**config.mk**
```make
export PLATFORM = sky130hd
export DESIGN_NAME = tcst_ctrl
export DESIGN_NICKNAME = d
export VERILOG_FILES = /design/src/rtl/tcst_pkg.sv /design/src/rtl/tcst_ctrl.sv
export SDC_FILE = /design/constraint.sdc
export NUM_CORES = 1
export LEC_CHECK = 0
export BUFFER_PORTS_ARGS = -buffer_cell sky130_fd_sc_hd__buf_2
export CAP_MARGIN = 30
export CORE_MARGIN = 4
export CORE_UTILIZATION = 25
export DETAILED_ROUTE_END_ITERATION = 12
export PLACE_DENSITY = 0.41
export SYNTH_ARGS = -nofsm -noshare
export SYNTH_HDL_FRONTEND = slang
export SYNTH_SLANG_ARGS = --single-unit
```
**constraint.sdc**
```tcl
create_clock -name clock -period 2.7 [get_ports clock]
set_input_delay 0.135 -clock clock [delete_from_list [all_inputs] [get_ports clock]]
set_output_delay 0.135 -clock clock [all_outputs]
set_load 0.02 [all_outputs]
```
**src/rtl/tcst_pkg.sv**
```systemverilog
package tcst_pkg;

  // ==========================================================
  // clock and timing
  // ==========================================================
  localparam int unsigned CLK_HZ = 10_000_000;
  localparam int unsigned CLK_NS = 100;
  localparam int unsigned T_OFF_US = 10;
  localparam int unsigned T_ON_MS = 1;
  localparam int unsigned T_INIT_MS = 300;
  localparam int unsigned T_FAULT_US = 100;
  localparam int unsigned T_RESET_US = 10;
  localparam int unsigned T_LOSS_US = 100;
  localparam int unsigned T_SOFT_MS = 100;
  localparam int unsigned T_DATA_MS = 1000;
  localparam int unsigned T_SERIAL_MS = 300;
  localparam int unsigned T_WRITE_MS = 10;
  localparam int unsigned F_SERIAL_KHZ = 400;

  // longest times round down, least times round up
  localparam int unsigned OFF_CYC = (T_OFF_US * 1000) / CLK_NS;
  localparam int unsigned RESET_CYC = (T_RESET_US * 1000 + CLK_NS - 1) / CLK_NS;
  localparam int unsigned FAULT_CYC = (T_FAULT_US * 1000) / CLK_NS;
  localparam int unsigned LOSS_CYC = (T_LOSS_US * 1000) / CLK_NS;
  localparam int unsigned ON_CYC = (T_ON_MS * 1000_000) / CLK_NS;
  localparam int unsigned INIT_CYC = (T_INIT_MS * 1000_000) / CLK_NS;
  localparam int unsigned DATA_CYC = (T_DATA_MS * 1000_000) / CLK_NS;

  // ==========================================================
  // register map (byte addresses, 32-bit words)
  // ==========================================================
  localparam logic [7:0] ADDR_STATUS = 8'h00;
  localparam logic [7:0] ADDR_CTRL = 8'h04;

  // diagnostic status byte fields
  localparam int unsigned BIT_SOFT_OFF = 6;
  localparam int unsigned BIT_TX_FAULT = 2;
  localparam int unsigned BIT_RX_LOST = 1;
  localparam int unsigned BIT_MON_RDY = 0;
  localparam logic [7:0] STATUS_RST = 8'h00;

  // ==========================================================
  // transmitter state
  // ==========================================================
  typedef enum logic [3:0] {
    TCST_INIT = 4'b0001,
    TCST_ON = 4'b0010,
    TCST_OFF = 4'b0100,
    TCST_FAULT = 4'b1000
  } tcst_tx_e;

endpackage : tcst_pkg

```
**src/rtl/tcst_ctrl.sv**
```systemverilog
// The Wishbone interface to the registers and the address map are this design's own decisions.
`timescale 1ns/1ps
// Requirements
// RQ1: pin high turns laser off quickly
// RQ2: pin low restores modulated output within 1ms
// RQ3: init ends within 300ms, clearing fault
// RQ4: hardware fault output follows fault within 100us; code raises tx_fault only from TCST_ON
// RQ5: pin high 10us clears latched fault shutdown
// RQ6: signal lost raises lost output quickly
// RQ7: signal back drops lost output quickly
// RQ8: soft off bit disables laser
// RQ9: clearing soft off bit restores output
// RQ10: soft fault bit follows fault; it reads tx_fault, which is set only when TCST_ON finds the fault latched
// RQ11: soft lost bit set on signal loss
// RQ12: soft lost bit cleared on return
// RQ13: monitor ready bit set after 1000ms
// RQ14: serial access accepted after power-on delay
// RQ15: writes complete within write cycle time
// RQ16: host keeps serial clock at 400kHz
// RQ17: laser off when pin or soft bit set
module tcst_ctrl #(
  parameter int unsigned ON_CYCLES = tcst_pkg::ON_CYC,
  parameter int unsigned INIT_CYCLES = tcst_pkg::INIT_CYC,
  parameter int unsigned DATA_CYCLES = tcst_pkg::DATA_CYC
) (
  input wire logic clock,
  input wire logic rst,
  // wishbone classic slave
  input wire logic wb_cyc_i,
  input wire logic wb_stb_i,
  input wire logic wb_we_i,
  input wire logic [7:0] wb_adr_i,
  input wire logic [3:0] wb_sel_i,
  input wire logic [31:0] wb_dat_i,
  output logic [31:0] wb_dat_o,
  output logic wb_ack_o,
  // pins and laser-side sense inputs
  input wire logic tx_disable_pin,
  input wire logic laser_fault_in,
  input wire logic signal_detect_in,
  output logic laser_enable,
  output logic tx_fault,
  output logic receive_signal_lost,
  output logic serial_ready
);
  import tcst_pkg::*;

  // ==========================================================
  // state
  // ==========================================================
  typedef struct packed {
    logic [1:0] dis_sync;
    logic [1:0] flt_sync;
    logic [1:0] sd_sync;
    logic dis_prev;
    tcst_tx_e tx;
    logic [31:0] cnt;
    logic [31:0] hi_cnt;
    logic [31:0] up_cnt;
    logic soft_off;
    logic latched;
    logic laser_en;
    logic tx_fault;
    logic rx_lost;
    logic mon_rdy;
    logic ser_rdy;
    logic ack;
    logic [31:0] rdata;
  } tcst_state_s;

  tcst_state_s st_r;
  tcst_state_s st_nxt;
  logic dis_now;
  logic flt_now;
  logic sd_now;
  logic req;

  // saturating add used by every timer
  function automatic logic [31:0] tcst_inc(input logic [31:0] v);
    tcst_inc = (v == 32'hffffffff) ? v : v + 32'h00000001;
  endfunction : tcst_inc

  // ==========================================================
  // next state
  // ==========================================================
  always_comb begin
    st_nxt = st_r;
    // two flops per asynchronous input
    st_nxt.dis_sync = {st_r.dis_sync[0], tx_disable_pin};
    st_nxt.flt_sync = {st_r.flt_sync[0], laser_fault_in};
    st_nxt.sd_sync = {st_r.sd_sync[0], signal_detect_in};
    dis_now = st_r.dis_sync[1];
    flt_now = st_r.flt_sync[1];
    sd_now = st_r.sd_sync[1];
    st_nxt.dis_prev = dis_now;

    // power-on readiness timers
    st_nxt.up_cnt = tcst_inc(st_r.up_cnt);
    if (st_r.up_cnt >= 32'(INIT_CYCLES)) begin
      st_nxt.ser_rdy = 1'b1; // RQ14
    end
    if (st_r.up_cnt >= 32'(DATA_CYCLES)) begin
      st_nxt.mon_rdy = 1'b1; // RQ13
    end

    // pin high time, for fault clearing
    st_nxt.hi_cnt = dis_now ? tcst_inc(st_r.hi_cnt) : 32'h0;
    if (dis_now && st_r.hi_cnt >= 32'(RESET_CYC - 1)) begin
      st_nxt.latched = 1'b0; // RQ5
    end

    // fault latches; a new fault beats the clear
    if (flt_now && st_r.tx != TCST_INIT) begin
      st_nxt.latched = 1'b1;
    end

    // loss of signal follows detect, well inside 100us
    st_nxt.rx_lost = ~sd_now; // RQ6 RQ7 RQ11 RQ12

    // transmitter sequencing
    st_nxt.cnt = tcst_inc(st_r.cnt);
    unique case (st_r.tx)
      TCST_INIT: begin
        st_nxt.laser_en = 1'b0;
        st_nxt.tx_fault = 1'b0; // RQ3
        if (dis_now || st_r.soft_off) begin
          st_nxt.tx = TCST_OFF; // RQ17
        end else if (st_r.cnt >= 32'(ON_CYCLES)) begin
          // modulated output back well inside 300ms init
          st_nxt.tx = TCST_ON; // RQ2 RQ3 RQ9
          st_nxt.laser_en = 1'b1;
        end
      end
      TCST_ON: begin
        if (st_nxt.latched) begin
          st_nxt.tx = TCST_FAULT;
          st_nxt.laser_en = 1'b0;
          st_nxt.tx_fault = 1'b1; // RQ4 RQ10
        end else if (dis_now || st_r.soft_off) begin
          st_nxt.tx = TCST_OFF;
          st_nxt.laser_en = 1'b0; // RQ1 RQ8 RQ17
        end
      end
      TCST_OFF: begin
        st_nxt.laser_en = 1'b0;
        if (!dis_now && !st_r.soft_off) begin
          st_nxt.tx = TCST_INIT;
          st_nxt.cnt = 32'h0;
        end
      end
      TCST_FAULT: begin
        // fault shutdown holds until a long enough pin pulse
        st_nxt.laser_en = 1'b0;
        st_nxt.tx_fault = 1'b1;
        if (!st_r.latched && !dis_now && st_r.dis_prev) begin
          st_nxt.tx = TCST_INIT; // RQ5
          st_nxt.cnt = 32'h0;
        end
      end
      default: begin
        st_nxt.tx = TCST_INIT;
        st_nxt.cnt = 32'h0;
      end
    endcase

    // wishbone: ack one cycle after strobe, drop next cycle
    req = wb_cyc_i && wb_stb_i && !st_r.ack;
    st_nxt.ack = req;
    st_nxt.rdata = 32'h0;
    if (req) begin
      if (wb_we_i && wb_adr_i == ADDR_CTRL && wb_sel_i[0]) begin
        // write takes effect at once, inside the write cycle
        st_nxt.soft_off = wb_dat_i[BIT_SOFT_OFF]; // RQ8 RQ9 RQ15
      end
      if (!wb_we_i) begin
        unique case (wb_adr_i)
          ADDR_STATUS: begin
            st_nxt.rdata[BIT_SOFT_OFF] = st_r.soft_off | dis_now;
            st_nxt.rdata[BIT_TX_FAULT] = st_r.tx_fault; // RQ10
            st_nxt.rdata[BIT_RX_LOST] = st_r.rx_lost; // RQ11 RQ12
            st_nxt.rdata[BIT_MON_RDY] = st_r.mon_rdy; // RQ13
          end
          ADDR_CTRL: begin
            st_nxt.rdata[BIT_SOFT_OFF] = st_r.soft_off;
          end
          default: begin
            st_nxt.rdata = 32'h0; // unmapped reads zero
          end
        endcase
      end
    end
  end

  // ==========================================================
  // registers
  // ==========================================================
  always_ff @(posedge clock) begin
    if (rst) begin
      st_r <= '0;
      st_r.tx <= TCST_INIT;
    end else begin
      st_r <= st_nxt;
    end
  end

  // outputs straight from flops
  assign wb_dat_o = st_r.rdata;
  assign wb_ack_o = st_r.ack;
  assign laser_enable = st_r.laser_en;
  assign tx_fault = st_r.tx_fault;
  assign receive_signal_lost = st_r.rx_lost;
  assign serial_ready = st_r.ser_rdy;

endmodule : tcst_ctrl

```
==> results by stage <==
CTS:
- The number of hold buffers added after cts is 5.
- The buffer depth of the longest clock path is 2.
- The number of H-tree levels is 4.
- The tree is rooted in a sky130_fd_sc_hd__clkbuf_16.
- The clock tree from TritonCTS is done.
- In this run, post-CTS repair resized a total of 0 instances.
- After clock tree synthesis, the clock-pin slew on the worst setup and hold paths is 60 ps.
- The number of clock sinks seen by CTS is 119.
- Clock latency on the worst-skew pair, taken at its later pin, is 410 ps.
- The number of clock buffers added by TritonCTS is 17.
- Post-CTS timing repair inserted 0 buffers for setup.

Placement:
- Routability-driven placement finished with a final weighted congestion of 0.7880.
- The count of input and output buffers is 26.
- Detailed placement finished with a half-perimeter wire length of 10.82 mm.

Synthesis:
- In this run the cell area of the synthesized design comes to around 0.0063 sq mm.
- Of all flip-flops after synthesis, the portion carrying an async set or reset was 0%.
- The synthesized design contains 0 enable-type register cells.
- The number of different library cells used by synthesis comes to 71.
- The Yosys step of the flow raised 0 warnings.
- In the synthesized netlist the dominant register cell turns out to be sky130_fd_sc_hd__dfxtp_1.
- Averaged over all synthesized cells, the footprint is 8.226 sq um.
- Sequential cells were found to cover 38.00% of the synthesized design area.
- The number of standard cells after synthesis is around 760.
- The flop and latch count out of synthesis is 119.

Worst hold path:
- The min-delay analysis places its worst path in the category primary input to flip-flop.

Drt:
- Dividing the detail-routed wire length by the instance count gives 13.63 um.
- For this block, the routed nets add up to ~15 mm of wire.
- The detailed router finished its first iteration with 269 violations.
- In the routed layout, each cell is associated on average with a via count of approximately 4.9.
- The final routed DRC violation total is 0.
- The number of antenna-violating nets in the routed design is 0.
- The via count of the routed design is roughly 5.5k.
- The pre-antenna-repair detailed-routing pass consisted of 7 iterations.

Critical path:
- The endpoint type of the worst setup path is a flip-flop.
- Together, buffers and inverters on the worst path number 1.
- In this design, the stage delay of the slowest critical-path cell is 490 ps.
- The cell at the slowest stage of the critical path is sky130_fd_sc_hd__nor4_1.
- STA classifies the critical path startpoint as a flip-flop.
- Of all nets on the critical path, the largest fanout is 9.
- On the critical path the largest part of the delay comes from simple AND/OR/NAND/NOR gates.
- The critical path class is flip-flop to flip-flop.
- The library cell appearing most often on the critical path is sky130_fd_sc_hd__nand2_1.
- At the worst endpoint, the required time is 3050 ps.
- Data on the critical path arrives at its endpoint at 2600 ps.
- Walking the worst path, the cells encountered are ha_1 -> nand2_1 -> nor4_1 -> buf_4 -> nand3_1 -> or4_1 -> nand2_1.

Global route:
- The global-route usage over all layers is 10.95%.
- Summed over all layers, the global routing overflow is 0.
- The number of global-route vias before repair is 4957.
- The first global-routing pass estimated 25.47 mm of wire.
- Entering global routing, the biggest net connects 45 pins.
- The number of antenna violations at the first check in global routing is 0.

Timing:
- The maximum clock rate is 0.4449 GHz.
- Hold timing on the final database bottoms out at a slack of between 30 and 40 ps.
- The clock period could shrink to 2248 ps.
- The count of final setup violators is 0.
- After routing, the total negative slack on setup checks comes to 0 ps.
- On the final layout, the worst clock skew is 9.598 ps.
- The slew at the pin with the worst max-slew slack is 611.9 ps.
- The share of the clock period used by the worst path after layout is around 83%.
- Setup repair after global routing left no endpoint under its margin.
- The count of pins over their slew limit is 0.
- Headroom to the max-slew limit came out at 58.83%.
- The hold violation total from the final report is 0.

Status:
- The flow ran to the end, and the final reports show no timing, DRC or antenna violations.

Final layout:
- The area occupied by registers is 0.002382 sq mm.
- The share of cells above drive strength 1 is between 10% and 20%.
- The relative area change from synthesis to final layout is 16.33%.
- The repair_antennas step left the layout with diodes totalling 0.
- The final layout net count is 846.
- The filler cells instantiated in the layout total about 2.6k.
- The total area of multi-input combinational cells is 0.003523 sq mm.
- The end-of-flow core utilization is 29.81%.

Power and ir drop:
- The areal power density over the cells is 632.3 mW/mm^2.
- The worst vdd rail ir drop is 0.0002690 V.
- The leakage power is 2.418 nW.

Die:
- The die boundary width is between 150 and 200 um.
- The number of cell rows is 57.
- The number of placed I/O pins is 89.
- The starting utilization of the core area is 25.63%.
- The placeable core region is 0.02446 sq mm.
- The y dimension of the die is 166.3 um.
- The die covers 0.02767 sq mm.

Run:
- Max-cap violations in this run came to 0.
## power by group
part	total [mW]	switching (mW)	internal (mW)	leakage (nW)
clock network	2.40	0.836	1.56	0.303
logic	0.366	0.239	0.128	1.15
registers	1.85	0.0516	1.79	0.962
total	4.61	1.13	3.48	2.42
## final cells by class
| cell class | instances | share of cell area [%] |
|---|---|---|
| flip-flops and latches | 119 | 32.67 |
| clock inverters | 13 | 2.437 |
| clock buffers | 19 | 6.074 |
| inverters | 24 | 1.235 |
| multi-input cells | 584 | 48.32 |
| repair buffers | 43 | 3.706 |
| well taps | 324 | 5.559 |
## worst paths after layout
kind / start / to / slack, ps / cells after the start
worst max-delay path: st_r[72]$_SDFFE_PP0P_ / st_r[98]$_SDFFE_PP0P_ / 450 / 7
worst min-delay path: wb_cyc_i / wb_ack_o$_SDFF_PP0_ / 30 / 3
worst max register to register: st_r[72]$_SDFFE_PP0P_ / st_r[98]$_SDFFE_PP0P_ / 450 / 7
worst min register to register: sd_now$_SDFF_PP0_ / receive_signal_lost$_SDFF_PP0_ / 390 / 1
## layout by cell type (no fill, tap or decap), types with 5 or more instances in the layout
| cell | Yosys | routed |
|---|---|---|
| sky130_fd_sc_hd__and2_1 | 12 | 12 |
| sky130_fd_sc_hd__nand3_1 | 36 | 36 |
| sky130_fd_sc_hd__and4_1 | 18 | 18 |
| sky130_fd_sc_hd__or4_1 | 13 | 13 |
| sky130_fd_sc_hd__o31ai_1 | 6 | 6 |
| sky130_fd_sc_hd__a211oi_1 | 5 | 5 |
| sky130_fd_sc_hd__and3_1 | 12 | 12 |
| sky130_fd_sc_hd__nor4_1 | 21 | 21 |
| sky130_fd_sc_hd__ha_1 | 5 | 5 |
| sky130_fd_sc_hd__or3_1 | 36 | 36 |
| sky130_fd_sc_hd__nand4_1 | 28 | 28 |
| sky130_fd_sc_hd__xor2_1 | 8 | 8 |
| sky130_fd_sc_hd__nor2_1 | 62 | 62 |
| sky130_fd_sc_hd__nor3_1 | 15 | 15 |
| sky130_fd_sc_hd__dfxtp_1 | 119 | 119 |
| sky130_fd_sc_hd__buf_2 | 8 | 26 |
| sky130_fd_sc_hd__dlygate4sd3_1 | 0 | 5 |
| sky130_fd_sc_hd__clkbuf_16 | 0 | 17 |
| sky130_fd_sc_hd__a21oi_1 | 51 | 51 |
| sky130_fd_sc_hd__nand2_1 | 54 | 54 |
| sky130_fd_sc_hd__inv_1 | 23 | 23 |
| sky130_fd_sc_hd__nor2b_1 | 7 | 7 |
| sky130_fd_sc_hd__a31oi_1 | 17 | 17 |
| sky130_fd_sc_hd__o211ai_1 | 10 | 10 |
| sky130_fd_sc_hd__conb_1 | 1 | 28 |
| sky130_fd_sc_hd__clkinv_2 | 0 | 5 |
| sky130_fd_sc_hd__xnor2_1 | 27 | 27 |
| sky130_fd_sc_hd__o21ai_1 | 7 | 7 |
| sky130_fd_sc_hd__buf_4 | 33 | 12 |
| sky130_fd_sc_hd__o21ai_0 | 40 | 40 |
## per-layer routing
| layer | vias to the layer above | global-route usage [%] | wire (um) |
|---|---|---|---|
| li1 | 2835 | - | - |
| met5 | - | 0 | 0 |
| met4 | 0 | 3.522 | 164 |
| met3 | 11 | 2.737 | 635 |
| met2 | 102 | 15.59 | 6406 |
| met1 | 2587 | 16.13 | 8145 |
## cells in the mapped netlist (15+ instances only)
cell | number | area [sq um]
sky130_fd_sc_hd__nand2_1 | 54 | 202.7
sky130_fd_sc_hd__nand3_1 | 36 | 180.2
sky130_fd_sc_hd__or3_1 | 36 | 225.2
sky130_fd_sc_hd__a31oi_1 | 17 | 106.4
sky130_fd_sc_hd__xnor2_1 | 27 | 236.5
sky130_fd_sc_hd__a21oi_1 | 51 | 255.2
sky130_fd_sc_hd__inv_1 | 23 | 86.33
sky130_fd_sc_hd__buf_4 | 33 | 247.7
sky130_fd_sc_hd__nor4_1 | 21 | 131.4
sky130_fd_sc_hd__dfxtp_1 | 119 | 2382
sky130_fd_sc_hd__and4_1 | 18 | 157.7
sky130_fd_sc_hd__nand4_1 | 28 | 175.2
sky130_fd_sc_hd__nor2_1 | 62 | 232.7
sky130_fd_sc_hd__clkbuf_1 | 16 | 60.06
sky130_fd_sc_hd__nor3_1 | 15 | 75.07
sky130_fd_sc_hd__o21ai_0 | 40 | 200.2
## flip-flops by register name, indices dropped and copies added, names as in the netlist
signal and cells:
st_r 104, sd_now 1, receive_signal_lost 1, serial_ready 1, dis_now 1, laser_enable 1, flt_now 1, st_nxt 3
wb_ack_o 1, wb_dat_o 4, tx_fault 1
## tightest hold or removal path, cell delays in order
cell and delay (ps):
sky130_fd_sc_hd__buf_2 90, sky130_fd_sc_hd__nand3b_1 120, sky130_fd_sc_hd__nor2_1 50
## kinds of logic after synthesis
group,share of synthesized area [%]
and+or+nand+nor,29.60
AOI/OAI and AO/OA,18.38
DFF,38.00
buffers and inverters,7.405
xor gates and xnor gates,4.890
adders and majority gates,0.9980
muxes,0.6587
other,0.05982
## metrics by stage
stage               worst slack (ps)  cell area (sq um)  power (mW)  std cells
global placement               515.9               6621       2.251       1089
detailed placement             505.5               6621       2.247       1089
floorplan                      681.8               6370       2.186        789
finish                         452.2               7292       4.611       1126
CTS                            476.2               7292       4.687       1126
global route                   259.9               7292       4.824       1126
Note: power is estimated with default switching activity, not from simulation.
